File: config.mk
export PLATFORM = sky130hd
export DESIGN_NAME = spwe_ext
export DESIGN_NICKNAME = d
export VERILOG_FILES = /design/src/spwe_par_check.v /design/src/spwe_ext.v
export VERILOG_INCLUDE_DIRS = /design/src /design/src/src
export SDC_FILE = /design/constraint.sdc
export NUM_CORES = 1
export LEC_CHECK = 0
export BUFFER_PORTS_ARGS = -buffer_cell sky130_fd_sc_hd__buf_2
export CAP_MARGIN = 30
export CORE_ASPECT_RATIO = 0.5
export CORE_MARGIN = 5
export CORE_UTILIZATION = 40
export DETAILED_ROUTE_END_ITERATION = 12
export PLACE_DENSITY = 0.76
export SYNTH_ARGS = -nofsm -noshare
export SYNTH_HDL_FRONTEND = slang
export SYNTH_SLANG_ARGS = --single-unit
File: constraint.sdc
create_clock -name clk -period 2.4 [get_ports clk]
set_input_delay 0.12 -clock clk [delete_from_list [all_inputs] [get_ports clk]]
set_output_delay 0.12 -clock clk [all_outputs]
set_load 0.01 [all_outputs]
File: src/spwe_defines.vh
// Constants for the secondary 64-bit extension block
`ifndef SPWE_DEFINES_VH
`define SPWE_DEFINES_VH

// Clock
`define SPWE_CLK_PERIOD_NS     10

// Lane widths
`define SPWE_AD_W              32
`define SPWE_CBE_W             4

// Device select wait before master abort, in clocks after frame start
`define SPWE_DEVSEL_WAIT_CYC   3'h5
`define SPWE_CNT_W             3

// Reset values
`define SPWE_RST_AD            32'h00000000
`define SPWE_RST_CBE           4'h0
`define SPWE_RST_NEG_N         1'b1
`define SPWE_RST_OE            1'b0
`define SPWE_RST_PAR           1'b0
`define SPWE_RST_CNT           3'h0
`define SPWE_CNT_ONE           3'h1

`endif

File: src/spwe_par_check.v
// Even parity checker for received upper lanes, one clock behind the data
`timescale 1ns/1ps
`include "spwe_defines.vh"

module spwe_par_check #(
	parameter W = 36
) (
	// Clock and reset
	input  wire         clk,
	input  wire         rst,
	// Captured lanes and their strobe
	input  wire         strobe,
	input  wire [W-1:0] lanes,
	// Parity pin as seen one clock later
	input  wire         par_in,
	// Mismatch pulse
	output wire         par_err
);

	reg expect_reg;
	reg armed_reg;
	reg err_reg;

	always @(posedge clk or posedge rst) begin
		if (rst) begin
			expect_reg <= `SPWE_RST_PAR;
			armed_reg  <= 1'b0;
			err_reg    <= 1'b0;
		end else begin
			expect_reg <= ^lanes;
			armed_reg  <= strobe;
			// Parity bit makes the 37-bit total even
			err_reg    <= armed_reg & (expect_reg != par_in);
		end
	end

	assign par_err = err_reg;

endmodule

File: src/spwe_ext.v
// Upper-lane extension of the secondary bus port: 64-bit lanes and control
`timescale 1ns/1ps
`include "spwe_defines.vh"

// Summary of operation
// - DAC address phase with wide request puts upper address on upper lanes.
// - Upper data lanes carry data once wide request is latched, unless the target selects without ack.
// - DAC address phase with wide request puts bus command on upper CBE.
// - In wide data phases upper CBE flag valid upper byte lanes.
// - Wide request input is ignored while reset is asserted.
// - As master, request wide for wide forwarded traffic or forced option.
// - Wide acknowledge moves exactly with our device select drive when a wide request was seen.
// - Wide acknowledge is driven high one clock before release.
// - Upper parity is even over upper AD and upper CBE lanes.
// - Upper parity is valid one clock after each wide address phase.
// - As master, abort if no device select within five clocks of frame.
module spwe_ext (
	// Clock and reset
	input  wire        clk,
	input  wire        rst,
	// Option strap
	input  wire        forced_wide_option,
	// Master side, from the 32-bit port logic
	input  wire        mst_own,
	input  wire        mst_frame_drive,
	input  wire        mst_wide_txn,
	input  wire        mst_addr_phase,
	input  wire        mst_dac,
	input  wire [31:0] mst_addr_hi,
	input  wire [3:0]  mst_cmd,
	input  wire        mst_data_phase,
	input  wire        mst_write,
	input  wire [31:0] mst_data_hi,
	input  wire [3:0]  mst_be_hi,
	input  wire        mst_xfer,
	// Target side, from the 32-bit port logic
	input  wire        tgt_devsel_drive,
	input  wire        tgt_data_phase,
	input  wire        tgt_read,
	input  wire [31:0] tgt_data_hi,
	input  wire        tgt_xfer,
	// Secondary bus, lower control lines observed
	input  wire        sec_frame_n_i,
	input  wire        sec_target_select_n_i,
	// Secondary bus, upper address and data
	input  wire [31:0] sec_ad_hi_i,
	output wire [31:0] sec_ad_hi_o,
	output wire        sec_ad_hi_oe,
	// Secondary bus, upper command and byte enables
	input  wire [3:0]  sec_upper_cmd_byte_en_i,
	output wire [3:0]  sec_upper_cmd_byte_en_o,
	output wire        sec_upper_cmd_byte_en_oe,
	// Secondary bus, wide request
	input  wire        sec_wide_request_n_i,
	output wire        sec_wide_request_n_o,
	output wire        sec_wide_request_n_oe,
	// Secondary bus, wide acknowledge
	input  wire        sec_wide_ack_n_i,
	output wire        sec_wide_ack_n_o,
	output wire        sec_wide_ack_n_oe,
	// Secondary bus, upper parity
	input  wire        sec_upper_parity_i,
	output wire        sec_upper_parity_o,
	output wire        sec_upper_parity_oe,
	// Status to the 32-bit port logic
	output wire        wide_active,
	output wire        master_abort,
	output wire [31:0] rx_data_hi,
	output wire [3:0]  rx_be_hi,
	output wire        rx_valid,
	output wire        rx_par_err
);

	reg  [31:0] ad_reg;
	reg  [31:0] ad_next;
	reg         ad_oe_reg;
	reg         ad_oe_next;
	reg  [3:0]  cbe_reg;
	reg  [3:0]  cbe_next;
	reg         cbe_oe_reg;
	reg         cbe_oe_next;
	reg         req_n_reg;
	reg         req_oe_reg;
	reg         ack_n_reg;
	reg         ack_oe_reg;
	reg         par_reg;
	reg         par_oe_reg;
	reg         frame_q_reg;
	reg         req_lat_reg;
	reg         devsel_seen_reg;
	reg         mst_wide_reg;
	reg         req_seen_reg;
	reg         wide_act_reg;
	reg         abort_reg;
	reg         abort_run_reg;
	reg  [2:0]  abort_cnt_reg;
	reg  [31:0] rx_data_reg;
	reg  [3:0]  rx_be_reg;
	reg         rx_valid_reg;

	wire        frame_start;
	wire        wide_want;
	wire        devsel_now;
	wire        devsel_any;
	wire        wide_any;
	wire        mst_ok;
	wire        tgt_wide;
	wire        rx_take;
	wire [31:0] ad_bus;
	wire [3:0]  cbe_bus;

	assign frame_start = ~sec_frame_n_i & frame_q_reg;
	assign wide_want   = mst_wide_txn | forced_wide_option;
	assign devsel_now  = ~sec_target_select_n_i;
	// Ack is only meaningful together with device select
	assign devsel_any  = devsel_seen_reg | devsel_now;
	assign wide_any    = mst_wide_reg | (devsel_now & ~sec_wide_ack_n_i);
	// Before the target answers, a wide request keeps upper lanes in use
	assign mst_ok      = req_lat_reg & (~devsel_any | wide_any);
	assign tgt_wide    = tgt_devsel_drive & req_seen_reg;
	assign rx_take     = (mst_own & mst_xfer & ~mst_write & mst_ok) |
	                     (tgt_xfer & ~tgt_read & tgt_wide);
	// Lanes as they stand on the bus this cycle
	assign ad_bus      = ad_oe_reg ? ad_reg : sec_ad_hi_i;
	assign cbe_bus     = cbe_oe_reg ? cbe_reg : sec_upper_cmd_byte_en_i;

	// Next drive of the upper lanes
	always @* begin
		ad_next     = ad_reg;
		ad_oe_next  = 1'b0;
		cbe_next    = cbe_reg;
		cbe_oe_next = 1'b0;
		if (mst_own & mst_addr_phase & wide_want) begin
			// Both DAC phases carry the high address half
			ad_next     = mst_addr_hi;
			ad_oe_next  = 1'b1;
			cbe_next    = mst_cmd;
			cbe_oe_next = 1'b1;
		end else if (mst_own & mst_data_phase & mst_ok) begin
			cbe_next    = mst_be_hi;
			cbe_oe_next = 1'b1;
			if (mst_write) begin
				ad_next    = mst_data_hi;
				ad_oe_next = 1'b1;
			end
		end else if (tgt_data_phase & tgt_read & tgt_wide) begin
			ad_next    = tgt_data_hi;
			ad_oe_next = 1'b1;
		end
	end

	// Lane drivers and parity
	always @(posedge clk or posedge rst) begin
		if (rst) begin
			ad_reg     <= `SPWE_RST_AD;
			ad_oe_reg  <= `SPWE_RST_OE;
			cbe_reg    <= `SPWE_RST_CBE;
			cbe_oe_reg <= `SPWE_RST_OE;
			par_reg    <= `SPWE_RST_PAR;
			par_oe_reg <= `SPWE_RST_OE;
		end else begin
			ad_reg     <= ad_next;
			ad_oe_reg  <= ad_oe_next;
			cbe_reg    <= cbe_next;
			cbe_oe_reg <= cbe_oe_next;
			// Whoever drove the upper AD lanes drives parity a clock later
			par_reg    <= ^{ad_bus, cbe_bus};
			par_oe_reg <= ad_oe_reg;
		end
	end

	// Wide request as master
	always @(posedge clk or posedge rst) begin
		if (rst) begin
			req_n_reg   <= `SPWE_RST_NEG_N;
			req_oe_reg  <= `SPWE_RST_OE;
			req_lat_reg <= 1'b0;
		end else begin
			// Follows the frame drive of the 32-bit logic
			req_n_reg  <= ~(mst_own & mst_frame_drive & wide_want);
			// Driven high for one clock after the last low
			req_oe_reg <= mst_own | (req_oe_reg & ~req_n_reg);
			if (mst_own & mst_addr_phase)
				req_lat_reg <= wide_want;
			else if (~mst_own)
				req_lat_reg <= 1'b0;
		end
	end

	// Master view of the target answer
	always @(posedge clk or posedge rst) begin
		if (rst) begin
			devsel_seen_reg <= 1'b0;
			mst_wide_reg    <= 1'b0;
		end else if (~mst_own | (mst_addr_phase & ~mst_dac)) begin
			devsel_seen_reg <= 1'b0;
			mst_wide_reg    <= 1'b0;
		end else if (devsel_now & ~devsel_seen_reg) begin
			devsel_seen_reg <= 1'b1;
			mst_wide_reg    <= req_lat_reg & ~sec_wide_ack_n_i;
		end
	end

	// Master abort on missing device select
	always @(posedge clk or posedge rst) begin
		if (rst) begin
			frame_q_reg   <= 1'b1;
			abort_run_reg <= 1'b0;
			abort_cnt_reg <= `SPWE_RST_CNT;
			abort_reg     <= 1'b0;
		end else begin
			frame_q_reg <= sec_frame_n_i;
			abort_reg   <= 1'b0;
			if (frame_start & mst_own) begin
				abort_run_reg <= 1'b1;
				abort_cnt_reg <= `SPWE_CNT_ONE;
			end else if (abort_run_reg) begin
				if (devsel_now | ~mst_own) begin
					abort_run_reg <= 1'b0;
				end else if (abort_cnt_reg == `SPWE_DEVSEL_WAIT_CYC) begin
					abort_run_reg <= 1'b0;
					abort_reg     <= 1'b1;
				end else begin
					abort_cnt_reg <= abort_cnt_reg + `SPWE_CNT_ONE;
				end
			end
		end
	end

	// Target: sample wide request at address phase, answer with ack
	always @(posedge clk or posedge rst) begin
		if (rst) begin
			// Nothing on the request pin is seen while reset holds
			req_seen_reg <= 1'b0;
			ack_n_reg    <= `SPWE_RST_NEG_N;
			ack_oe_reg   <= `SPWE_RST_OE;
		end else begin
			// Initiator side asserts its request with frame
			if (frame_start & ~mst_own)
				req_seen_reg <= ~sec_wide_request_n_i;
			else if (~sec_frame_n_i | tgt_devsel_drive)
				req_seen_reg <= req_seen_reg;
			else
				req_seen_reg <= 1'b0;
			// Same source as the device select drive, same edge
			ack_n_reg  <= ~(tgt_devsel_drive & req_seen_reg);
			ack_oe_reg <= tgt_devsel_drive | (ack_oe_reg & ~ack_n_reg);
		end
	end

	// Received upper data and status
	always @(posedge clk or posedge rst) begin
		if (rst) begin
			rx_data_reg  <= `SPWE_RST_AD;
			rx_be_reg    <= `SPWE_RST_CBE;
			rx_valid_reg <= 1'b0;
			wide_act_reg <= 1'b0;
		end else begin
			rx_valid_reg <= rx_take;
			if (rx_take) begin
				rx_data_reg <= sec_ad_hi_i;
				rx_be_reg   <= cbe_bus;
			end
			wide_act_reg <= (mst_own & req_lat_reg & devsel_any & wide_any) |
			                tgt_wide;
		end
	end

	spwe_par_check #(
		.W (36)
	) u_par_check (
		.clk     (clk),
		.rst     (rst),
		.strobe  (rx_take),
		.lanes   ({sec_ad_hi_i, cbe_bus}),
		.par_in  (sec_upper_parity_i),
		.par_err (rx_par_err)
	);

	assign sec_ad_hi_o              = ad_reg;
	assign sec_ad_hi_oe             = ad_oe_reg;
	assign sec_upper_cmd_byte_en_o  = cbe_reg;
	assign sec_upper_cmd_byte_en_oe = cbe_oe_reg;
	assign sec_wide_request_n_o     = req_n_reg;
	assign sec_wide_request_n_oe    = req_oe_reg;
	assign sec_wide_ack_n_o         = ack_n_reg;
	assign sec_wide_ack_n_oe        = ack_oe_reg;
	assign sec_upper_parity_o       = par_reg;
	assign sec_upper_parity_oe      = par_oe_reg;
	assign wide_active              = wide_act_reg;
	assign master_abort             = abort_reg;
	assign rx_data_hi               = rx_data_reg;
	assign rx_be_hi                 = rx_be_reg;
	assign rx_valid                 = rx_valid_reg;

endmodule

# Yosys cells after proc, flatten, opt, wreduce, memory -nomap -nowiden
# Cells that the tools add are included.
# Widths: inputs -> output; s select.
op_classes:
  n_addsub: 1
  n_eq_ne: 7
  mux: 34
  bitwise: 53
  n_reduce_logical: 8
op_table:
  columns: ["cell", "n"]
  rows:
  - ["$mux 32", 5]
  - ["$reduce_xor 36->1", 2]
  - ["$and 1x1->1", 28]
  - ["$mux 1", 22]
  - ["$not 1->1", 14]
  - ["$mux 3", 4]
  - ["$mux 4", 3]
  - ["$or 1x1->1", 11]
  - ["$ne 2x2->1 const B", 3]
  - ["$reduce_bool 2->1", 3]
  - ["$add 3x1->3 const B", 1]
  - ["$eq 3x3->1 const B", 1]
  - ["$ne 3x3->1 const B", 1]
  - ["$reduce_and 3->1", 1]
  - ["$reduce_bool 3->1", 1]
  - ["$ne 2x1->1 const B", 1]
  - ["$reduce_and 2->1", 1]
  - ["$ne 1x1->1", 1]
word_totals:
  register_bits: 94
  wordCells: 127

# Depth between registers and ports, before layout
# Gate-level depths: netlist of the first run.
logic_depth:
  depth_word: 8
  mapped_depth: 10
  depth_no_buf: 7

# By module
# Synthesis of the first run repeated with hierarchy kept, for this count alone.
unflattened:
  cells_unflattened: 501
  area_unflattened_um2: 5435.2
modules_own_cells:
  columns: ["mod", "instances", "cells_per_inst", "area_per_inst_um2", "seq_area_each_um2"]
  rows:
  - ["spwe_ext", 1, 461, 5029.8, 2306.0]
  - ["spwe_par_check", 1, 40, 405.4, 75.1]

# Worst setup path before layout of the first run
# Ideal clock, no wire load.
synth_timing:
  path_type: "reg-to-reg"
  from: "reg devsel_seen_reg"
  to: "reg ad_reg[1], in the netlist sec_ad_hi_o[1]"
  setup_time_ns: 0.124
  arrival_time_ns: 1.519
  required_time_ns: 2.276
  slack_ns: 0.757
  stages_incl_launch_ff: 11
  path_buffers: 3
  period_less_slack_ns: 1.643
  path_cell_list: "dfrtp_1 > mux2i_1 > or2_1 > and3_4 > buf_6 > nand2_2 > o311ai_4 > buf_6 > buf_6 > nor2_2 > a21oi_2"
synth_between:
  elab_chain_cells: 7
  word_cells_on_any_way: 10
  classes_between: "1 x eq/ne; 2 x mux; 5 x bitwise; 2 x reduce/logical"
synth_lines:
  columns: ["item", "line", "source"]
  rows:
  - ["start: declaration", "spwe_ext.v:90", "reg devsel_seen_reg;"]
  - ["start signal: assignment", "spwe_ext.v:193", "devsel_seen_reg <= 1'b0;"]
  - ["start signal: assignment", "spwe_ext.v:196", "devsel_seen_reg <= 1'b0;"]
  - ["start signal: assignment", "spwe_ext.v:199", "devsel_seen_reg <= 1'b1;"]
  - ["$or 1x1->1 (*)", "spwe_ext.v:116", "assign devsel_any = devsel_seen_reg | devsel_now;"]
  - ["$not 1->1 (*)", "spwe_ext.v:119", "assign mst_ok = req_lat_reg & (~devsel_any | wide_any);"]
  - ["$or 1x1->1 (*)", "spwe_ext.v:119", null]
  - ["$and 1x1->1 (*)", "spwe_ext.v:119", null]
  - ["$and 1x1->1 (*)", "spwe_ext.v:139", "end else if (mst_own & mst_data_phase & mst_ok) begin"]
  - ["$ne 3x3->1 (no source line) (tied with other cells)", null, null]
  - ["$reduce_and 2->1 (no source line) / $mux 32 (equally long branches)", null, null]
  - ["end signal: assignment", "spwe_ext.v:155", "ad_reg <= `SPWE_RST_AD;"]
  - ["end signal: assignment", "spwe_ext.v:162", "ad_reg <= ad_next;"]
  - ["end: declaration", "spwe_ext.v:74", "reg [31:0] ad_reg;"]
# Mark *: on every way between the ends. The rest lies on a longest branch, timed or not.
# A chain may end at the register's enable or synchronous reset.

# Worst setup path after layout of the first run
layout_timing:
  from: "reg devsel_seen_reg"
  to: "reg ad_reg[11], in the netlist sec_ad_hi_o[11]"
# Same word-level chain as after synthesis.

==> impl_metrics.tcl, run 1 <==
set metrics [dict create \
    run_status "complete, no violations" \
    detail_route.first_pass.iterations 4 \
    internal_power_mw 4.10 \
    gr-max-usage-layer "met2" \
    p_leak_nw 3.21 \
    timing.setup.tns_ns 0 \
    max_stage_delay_ns 0.78 \
    mappedNetlistNets 666 \
    crit_path_start_kind "flop" \
    first_iter_violations 174 \
    main_area_contributors_after_synthesis "dfrtp_1, xnor2_1, mux2_2" \
    timing.rr.end "sec_ad_hi_o[11]$_DFFE_PP0P_" \
    floorplan.die_area_um2 14900 \
    synth.ff_latch_count 94 \
    ys_async_sr_fraction_pct 100 \
    cp-startpoint "devsel_seen_reg$_DFFE_PP0P_" \
    timing.reg2reg.worst_path_depth 7 \
    fmax_ghz 0.450 \
    period_share_pct 92.6 \
    cts-buffers-inserted 9 \
    slew_headroom_pct 39.3 \
    preCtsSetupSlack_ns 0.159 \
    syn-cell-area_um2 4970 \
    skew_ns 0.00543 \
    dieHeight_um 88.8 \
    detail_route.drc_violations 0 \
    p_switching_mw 1.99 \
    maxCapViolations 0 \
    finalCriticalPeriod_ns 2.22 \
    grtUsageTotal_pct 17.5 \
    die_w_um 168 \
    grt.met2_usage_pct 32.2 \
    critical_path.slowest_cell "o311ai_4" \
    gate_count_post_synth 504 \
    initial_core_util_pct 41.5 \
    synth.most_common_cell "dfrtp_1" \
    critPathArrivalTime_ns 2.47 \
    total_of_fill_cells_in_the_finished_design 1071 \
    final_net_count 907 \
    cp_bufs_invs 1 \
    remaining_global_route_overflow 0 \
    antenna_violating_nets_post_route 0 \
    layout.core_utilization_pct 56.2 \
    fin_total_pwr_mw 6.09 \
    ff2ff_setup_slack_ns 0.18 \
    detailroute.via_count 4368 \
    area_growth_syn_to_layout_pct 35.4 \
    cts_max_path_buffers 2 \
    netlist-cell-type-count 34 \
    rsz_0062_raised_after_global_routing "no" \
    max_slew.worst_pin.slew_ns 0.908 \
    power_share_of_the_clock_group_pct 25.2 \
    synthesis.area_per_instance_um2 9.86 \
    cts_root_buf "clkbuf_16" \
    p_seq_share_pct 37.0 \
    via_count_of_the_first_global_routing_pass 4445 \
    post_cts_sizing 0 \
    avgRoutedWirePerCell_um 14.4 \
    ir_drop_mv 0.335 \
    hold_path_class "input pin to flop" \
    critical-path-top-delay-family "compound AO/OA/AOI/OAI gates" \
    pwr-share-comb_pct 37.9 \
    yosysWarnings 0 \
    seq_area_frac_synth_pct 47.4 \
    multi_input_area_um2 2440 \
    swShare_pct 32.7 \
    grt_first_pass_wirelength_mm 21.0 \
    gr-usage-met3_pct 4.11 \
    synth_top_cell_area_share_pct 45.8 \
    final-setup-viol-count 0 \
    diodes 0 \
    cts_tree "built" \
    final-hold-violation-count 0 \
    synth_largest_area_cell "dfrtp_1" \
    top_level_ports 244 \
    clock_latency_ns 0.33 \
    critical_path.endpoint_type "flop" \
    largest_net_degree_at_the_start_of_global_routing 72 \
    p_per_area_nw_per_um2 905 \
    top_cells_by_count_synth "dfrtp_1, nand2_1, xnor2_1" \
    post-route-worst-setup-slack_ns 0.179 \
    core_area_um2 12000 \
    grt.met1_usage_pct 20.4 \
    synth_enable_flop_cells 0 \
    finalWirelength_mm 13.1 \
    routabilityCongestion 0.795 \
    instances_no_fill 914 \
    initial_antenna_violation_count 0 \
    numPortBuffers 243 \
    worst-path-stages 7 \
    worst_setup_path_endpoint "sec_ad_hi_o[11]$_DFFE_PP0P_" \
    clkSlewWorstSetupHoldPaths_ns 0.06 \
    cts.htree.levels 3 \
    num_rows 28 \
    cts_num_sinks 94 \
    final_layout_size_suffix_gt1_share_pct 46.1 \
    cp.required_ns 2.65 \
    max_slew_violation_total_from_the_final_report 0 \
    worstPathMaxFanout 27 \
    sequential_cell_area_um2 2360 \
    dp.final_hpwl_mm 10.3 \
    dpl.cell_count 894 \
    criticalPathCategory "flop to flop" \
    synth_ff_type "dfrtp_1" \
    avgViaCountPerCell 4.78 \
    post_cts.repair.setup_buffers 0 \
    rr_startpoint "devsel_seen_reg$_DFFE_PP0P_" \
    timing.critical_path.cells "mux2i_1, or2_1, and3_4, o311ai_4, buf_12, nor2_1, a21oi_1" \
]
-- metrics by stage --
| stage | hold WS [ns] | area [um2] |
|---|---|---|
| after floorplan | 0.124 | 4970 |
| after global placement | 0.205 | 6360 |
| after detailed placement | 0.211 | 6360 |
| after CTS | 0.0237 | 6730 |
| after global routing | 0.0407 | 6730 |
| final | 0.0357 | 6730 |
-- cell families (layout without fill, tap and decap cells) --
logic type | Yosys count | after routing | share of synthesized area (%)
and+or+nand+nor | 173 | 173 | 15.6
DFF | 94 | 94 | 47.4
AOI/OAI and AO/OA | 90 | 90 | 11.3
xor gates and xnor gates | 72 | 72 | 12.7
muxes | 39 | 39 | 8.66
buffers and inverters | 34 | 279 | 3.80
adders and majority gates | 2 | 2 | 0.503
-- repair_timing --
item,CTS,global route
setup endpoints to repair,0,0
hold endpoints to repair,26,0
hold buffers,5,0
-- routing by layer --
metal,part of all wire [%],up-vias,routed length [um]
met3,5.7,27,755
met1,41,2038,5350
li1,-,2160,-
met2,51,143,6730
met4,2.3,0,305
met5,0,-,0
-- power by group through the flow --
stage	clock network, mW	logic [mW]	registers, mW
2_1_floorplan	0	1.32	2.43
3_3_place_gp	0	2.28	2.26
3_5_place_dp	0	2.32	2.29
4_1_cts	1.58	2.34	2.26
5_1_grt	1.64	2.52	2.31
6_report	1.53	2.31	2.25
-- worst min-delay path by stage --
stage	start	end	slack, ns	cells after the start
after floorplan	sec_frame_n_i	frame_q_reg$_DFF_PP1_	0.12	0
after global placement	rst	sec_wide_ack_n_oe$_DFF_PP0_	0.21	2
after detailed placement	rst	sec_wide_ack_n_oe$_DFF_PP0_	0.21	2
after CTS	mst_be_hi[2]	sec_upper_cmd_byte_en_o[2]$_DFFE_PP0P_	0.02	3
after global routing	sec_ad_hi_i[15]	rx_data_hi[15]$_DFFE_PP0P_	0.04	2
final	mst_be_hi[2]	sec_upper_cmd_byte_en_o[2]$_DFFE_PP0P_	0.04	3
-- placed cells by master (no fill, tap or decap), types with 3 or more instances in the layout --
cell type and n:
nor2_2 17, buf_12 3, nand2_1 81, buf_2 243
mux2_2 32, dfstp_2 3, mux2i_1 7, a21oi_1 23
inv_1 5, o21ai_0 37, buf_4 7, a21oi_2 19
a21o_1 3, xor2_1 13, nand2b_1 3, dfrtp_1 91
nor2_1 27, xnor2_1 59, clkbuf_16 9, nand3_1 34
dlygate4sd3_1 5, a31oi_1 4
-- worst reg2reg max path: stages (launching register included) --
cell and delay (ns):
dfrtp_1 0.37, mux2i_1 0.08, or2_1 0.25, and3_4 0.20, o311ai_4 0.78, buf_12 0.26
nor2_1 0.06, a21oi_1 0.14
-- area by class of cell --
cell class | instances | share of cell area (%)
Clock buffer | 12 | 3.81
Clock inverter | 3 | 1.00
Multi-Input combinational cell | 376 | 36.2
Inverter | 6 | 0.390
Timing Repair Buffer | 258 | 20.5
Tap cell | 165 | 3.07
Sequential cell | 94 | 35.0
Note: power is estimated with default switching activity, not from simulation.
==> inputs of run 2 (changes only) <==
- PLACE_DENSITY: 0.76 -> 0.74
- SYNTH_HIERARCHICAL: default -> 1
==> run 2 against run 1 <==
Against the previous run: non-clock buffer count increased by 3; combinational power down 3%; sequential power increased by 4%; clock skew is 0.0071 ns higher; critical path depth is the same; register-to-register slack better by 0.10 ns; largest cell class unchanged; clock power down 10%; setup slack improved by 0.10 ns; fmax up 4.8%; core utilization down 2.6 points; worst hold slack worse by 0.023 ns.
==> impl_metrics.tcl, run 2 <==
set metrics [dict create \
    rsz_0062_raised_after_global_routing "no" \
    rr_startpoint "devsel_seen_reg$_DFFE_PP0P_" \
    cts-buffers-inserted 9 \
    cts_root_buf "clkbuf_16" \
    dieHeight_um 92.4 \
    ir_drop_mv 0.362 \
    mostFrequentLayoutCells "buf_2, dfrtp_1, nand2_1" \
    detail_route.drc_violations 0 \
    synth_largest_area_cell "dfrtp_1" \
    ys_async_sr_fraction_pct 100 \
    detail_route.first_pass.iterations 5 \
    finalWirelength_mm 15.5 \
    synth_top_cell_area_share_pct 42.4 \
    p_leak_nw 3.54 \
    worstHoldStart "mst_addr_phase" \
    clock_latency_ns 0.34 \
    p_switching_mw 1.95 \
    antenna_violating_nets_post_route 0 \
    hold_depth 2 \
    timing.reg2reg.worst_path_depth 7 \
    post_cts.repair.setup_buffers 0 \
    detailroute.via_count 4535 \
    cts.htree.levels 3 \
    cp.required_ns 2.62 \
    main_area_contributors_after_synthesis "dfrtp_1, mux2_2, xnor2_1" \
    avgRoutedWirePerCell_um 16.7 \
    hold_path_class "input pin to flop" \
    timing.setup.tns_ns 0 \
    initial_antenna_violation_count 0 \
    remaining_global_route_overflow 0 \
    synth.ff_latch_count 95 \
    layout.cells.most_common "buf_2" \
    max_slew_violation_total_from_the_final_report 0 \
    seq_area_frac_synth_pct 43.8 \
    total_of_fill_cells_in_the_finished_design 1223 \
    grtUsageTotal_pct 18.7 \
    period_share_pct 88.3 \
    netlist-cell-type-count 35 \
    num_rows 30 \
    final-hold-violation-count 0 \
    area_growth_syn_to_layout_pct 32.4 \
    mappedNetlistNets 663 \
    clkSlewWorstSetupHoldPaths_ns 0.07 \
    finalCriticalPeriod_ns 2.12 \
    die_w_um 175 \
    synth_enable_flop_cells 0 \
    cts_tree "built" \
    fmax_ghz 0.472 \
    yosysWarnings 6 \
    p_per_area_nw_per_um2 824 \
    synth.most_common_cell "dfrtp_1" \
    dp.final_hpwl_mm 12.3 \
    initial_core_util_pct 40.4 \
    diodes 0 \
    maxCapViolations 0 \
    final_cell_area_um2 7200 \
    top_level_ports 244 \
    first_iter_violations 189 \
    sequential_cell_area_um2 2380 \
    via_count_of_the_first_global_routing_pass 4672 \
    cts_num_sinks 95 \
    worstPathMaxFanout 14 \
    syn-cell-area_um2 5440 \
    internal_power_mw 3.98 \
    p_seq_share_pct 39.3 \
    avgViaCountPerCell 4.88 \
    final-setup-viol-count 0 \
    top_cells_by_count_synth "dfrtp_1, nand2_1, xnor2_1" \
    synth_ff_type "dfrtp_1" \
    skew_ns 0.0125 \
    max_slew.worst_pin.slew_ns 0.725 \
    detailed_place.area_um2 6860 \
    cts_max_path_buffers 2 \
    grt_first_pass_wirelength_mm 24.2 \
    pwr-share-comb_pct 37.6 \
    synthesis.area_per_instance_um2 10.8 \
    power_share_of_the_clock_group_pct 23.1 \
    swShare_pct 32.8 \
    slew_headroom_pct 51.7 \
    run_status "complete, no violations" \
    routabilityCongestion 0.845 \
    core_area_um2 13400 \
    crit_path_start_kind "flop" \
    fin_total_pwr_mw 5.93 \
    gate_count_post_synth 501 \
    final_layout_size_suffix_gt1_share_pct 47.1 \
    final_net_count 910 \
    floorplan.die_area_um2 16200 \
    criticalPathCategory "flop to flop" \
    final.hold.worst_slack_ns 0.0127 \
    largest_net_degree_at_the_start_of_global_routing 65 \
    post_cts_sizing 0 \
    multi_input_area_um2 2880 \
    critical_path.endpoint_type "flop" \
    critPathArrivalTime_ns 2.34 \
    numPortBuffers 243 \
    cp-startpoint "devsel_seen_reg$_DFFE_PP0P_" \
]
## run 2: critical path, cell delays in order, from the launching register on
cell	delay (ns)
dfrtp_1	0.40
mux2i_1	0.27
nor2_2	0.12
nor3b_4	0.36
nand2_4	0.08
o311ai_4	0.10
buf_4	0.33
mux2_4	0.33
## run 2: cell type report
type	count	area share, %
inverter	8	0.469
tap	176	3.06
clock buffer	11	3.37
timing repair buffer	261	19.5
clock inverter	5	0.574
multi-input combinational	373	40.0
sequential	95	33.1
## run 2: logic make-up after synthesis
group | Yosys count | share of synthesized area (%)
AO/OA/AOI/OAI | 59 | 7.30
XOR/XNOR | 88 | 14.9
adder cells (fa/ha/maj) | 2 | 0.460
buffers and inverters | 33 | 3.52
flip-flops | 95 | 43.8
multiplexers | 86 | 19.5
AND/OR/NAND/NOR | 138 | 10.5
## run 2: metrics by stage
stage	util, %	setup WS (ns)	std cells
after floorplan	-	0.275	501
after global placement	51.1	0.358	908
after detailed placement	51.1	0.300	908
after CTS	53.6	0.266	929
after global routing	53.6	0.163	929
final	53.6	0.280	929
## run 2: worst paths after layout
path	to	slack, ns
worst max-delay path	sec_ad_hi_o[28]$_DFFE_PP0P_	0.28
worst min-delay path	req_lat_reg$_DFFE_PP0P_	0.01
worst max register to register	sec_ad_hi_o[28]$_DFFE_PP0P_	0.28
worst min register to register	u_par_check/par_err$_DFF_PP0_	0.45
max in group asynchronous	sec_wide_ack_n_o$_DFF_PP1_	1.60
min in group asynchronous	u_par_check/expect_reg$_DFF_PP0_	0.23
## run 2: routing by layer
metal	vias up	part of all wire (%)	track usage, %
met5	-	0	0
met4	0	1.3	4.51
met3	14	3.8	3.38
met2	111	51	33.7
met1	2222	43	23.6
li1	2188	-	-
## run 2: what timing repair did
| item | 4_1_cts | 5_1_grt |
|---|---|---|
| hold endpoints to repair | 96 | 0 |
| hold buffers | 5 | 0 |
| setup endpoints to repair | 0 | 0 |
## run 2: power by group through the flow
stage | clock (mW) | sequential [mW] | combinational (mW)
floorplan | 0 | 2.49 | 1.24
global placement | 0 | 2.34 | 2.20
detailed placement | 0 | 2.36 | 2.25
CTS | 1.42 | 2.33 | 2.27
global route | 1.48 | 2.39 | 2.40
finish | 1.37 | 2.33 | 2.23
==> inputs of run 3 (changes only) <==
- MAX_ROUTING_LAYER: default -> met4
==> run 3 against run 2 <==
Against the previous run: non-clock buffer count unchanged; first-iteration DRC count unchanged; setup slack worse by 0.0077 ns; die area stayed put; wire length grew 0.28%; count of clock-buffer cells in the layout stayed put; highest routed layer unchanged; cell count is the same; critical path depth is the same; largest power group unchanged; clock power is essentially flat; combinational power about the same; register-to-register slack about the same.
==> impl_metrics.tcl, run 3 (synthesized netlist as in run 2, its figures left out) <==
set metrics [dict create \
    cts_tree "built" \
    p_leak_nw 3.54 \
    clkSlewWorstSetupHoldPaths_ns 0.07 \
    max_stage_delay_ns 0.40 \
    detail_route.drc_violations 0 \
    initial_antenna_violation_count 0 \
    final-hold-violation-count 0 \
    floorplan.die_area_um2 16200 \
    finalCriticalPeriod_ns 2.13 \
    critical_path.endpoint_type "flop" \
    cp.required_ns 2.62 \
    final-setup-viol-count 0 \
    largest_net_degree_at_the_start_of_global_routing 65 \
    first_iter_violations 189 \
    diodes 0 \
    mostFrequentLayoutCells "buf_2, dfrtp_1, nand2_1" \
    detailroute.via_count 4538 \
    dp.final_hpwl_mm 12.3 \
    cts-buffers-inserted 9 \
    slew_headroom_pct 51.9 \
    critPathArrivalTime_ns 2.35 \
    area_growth_syn_to_layout_pct 32.4 \
    avgRoutedWirePerCell_um 16.7 \
    via_count_of_the_first_global_routing_pass 4680 \
    cts_root_buf "clkbuf_16" \
    clock_latency_ns 0.35 \
    cp_bufs_invs 1 \
    ir_drop_mv 0.364 \
    final_layout_size_suffix_gt1_share_pct 47.1 \
    top_level_ports 244 \
    worstPathMaxFanout 14 \
    period_share_pct 88.7 \
    cts.htree.levels 3 \
    layout.cells.most_common "buf_2" \
    antenna_violating_nets_post_route 0 \
    grtUsageTotal_pct 19.3 \
    dieHeight_um 92.4 \
    critical-path-top-delay-family "multiplexers" \
    routabilityCongestion 0.858 \
    fin_total_pwr_mw 5.94 \
    max_slew.worst_pin.slew_ns 0.722 \
    final_net_count 910 \
    hold_path_class "input pin to flop" \
    cts_num_sinks 95 \
    remaining_global_route_overflow 0 \
    avgViaCountPerCell 4.88 \
    max_slew_violation_total_from_the_final_report 0 \
    num_rows 30 \
    p_per_area_nw_per_um2 825 \
    criticalPathCategory "flop to flop" \
    hold_depth 2 \
    detail_route.first_pass.iterations 4 \
    numPortBuffers 243 \
    critical_path.slowest_cell "dfrtp_1" \
    fmax_ghz 0.470 \
    die_w_um 175 \
    core_area_um2 13400 \
    worst-path-stages 7 \
    post_cts_sizing 0 \
    rsz_0062_raised_after_global_routing "no" \
    maxCapViolations 0 \
    timing.setup.tns_ns 0 \
    finalWirelength_mm 15.5 \
    skew_ns 0.0131 \
    grt_first_pass_wirelength_mm 24.2 \
    timing.reg2reg.worst_path_depth 7 \
    timing.critical_path.cells "mux2i_1, nor2_2, nor3b_4, nand2_4, o311ai_4, buf_4, mux2_4" \
    initial_core_util_pct 40.4 \
    crit_path_start_kind "flop" \
    cts_max_path_buffers 2 \
    run_status "complete, no violations" \
]
[run 3: cell counts in the layout (fill, tap and decap cells not counted)]
Identical to the previous run, type by type.
[run 3: metrics by stage]
step / area, um2 / hold slack, ns / cells / setup WS (ns) / util (%)
floorplan: 5440 / -0.126 / 501 / 0.275 / -
global placement: 6860 / 0.0391 / 908 / 0.358 / 51.1
detailed placement: 6860 / 0.0365 / 908 / 0.300 / 51.1
CTS: 7200 / 0.00465 / 929 / 0.266 / 53.6
global route: 7200 / 0.00445 / 929 / 0.163 / 53.6
finish: 7200 / 0.00561 / 929 / 0.272 / 53.6
[run 3: worst register-to-register path, delay by kind of cell, from the launching register on]
kind | cells | cell delay, ns
AO/OA/AOI/OAI | 1 | 0.10
buffers and inverters | 1 | 0.33
multiplexers | 2 | 0.60
flip-flops | 1 | 0.40
AND/OR/NAND/NOR | 3 | 0.56
[run 3: final timing paths]
path,startpoint,slack (ns),end
setup / recovery,devsel_seen_reg$_DFFE_PP0P_,0.27,sec_ad_hi_o[28]$_DFFE_PP0P_
min in group asynchronous,rst,0.23,u_par_check/expect_reg$_DFF_PP0_
max in group asynchronous,rst,1.60,sec_wide_ack_n_o$_DFF_PP1_
hold reg to reg,u_par_check/armed_reg$_DFF_PP0_,0.45,u_par_check/par_err$_DFF_PP0_
hold / removal,mst_addr_phase,0.006,req_lat_reg$_DFFE_PP0P_
setup reg to reg,devsel_seen_reg$_DFFE_PP0P_,0.27,sec_ad_hi_o[28]$_DFFE_PP0P_
[run 3: cell type report]
cell class                 count  area [um2]
clock buffer                  11         243
tap                          176         220
fill                        1223        6240
inverter                       8        33.8
timing repair buffer         261        1400
clock inverter                 5        41.3
sequential                    95        2380
multi-input combinational    373        2880
[run 3: layer usage]
layer / GRT usage, % / vias up / wire length [um]
met1: 23.7 / 2227 / 6830
met4: 4.31 / 0 / 214
met5: - / - / 0
met2: 33.8 / 109 / 7950
met3: 3.26 / 14 / 522
li1: - / 2188 / -
[run 3: timing repair]
item / 4_1_cts / 5_1_grt
hold buffers: 5 / 0
buffers inserted: 0 / 0
endpoints found under the setup margin: 0 / 0
hold endpoints to repair: 96 / 0
[run 3: power by group]
part | switching [mW] | total (mW) | internal, mW | leakage (nW)
clock network | 0.639 | 1.38 | 0.739 | 0.132
logic | 1.00 | 2.23 | 1.22 | 2.27
registers | 0.309 | 2.33 | 2.02 | 1.14
total | 1.95 | 5.94 | 3.98 | 3.54
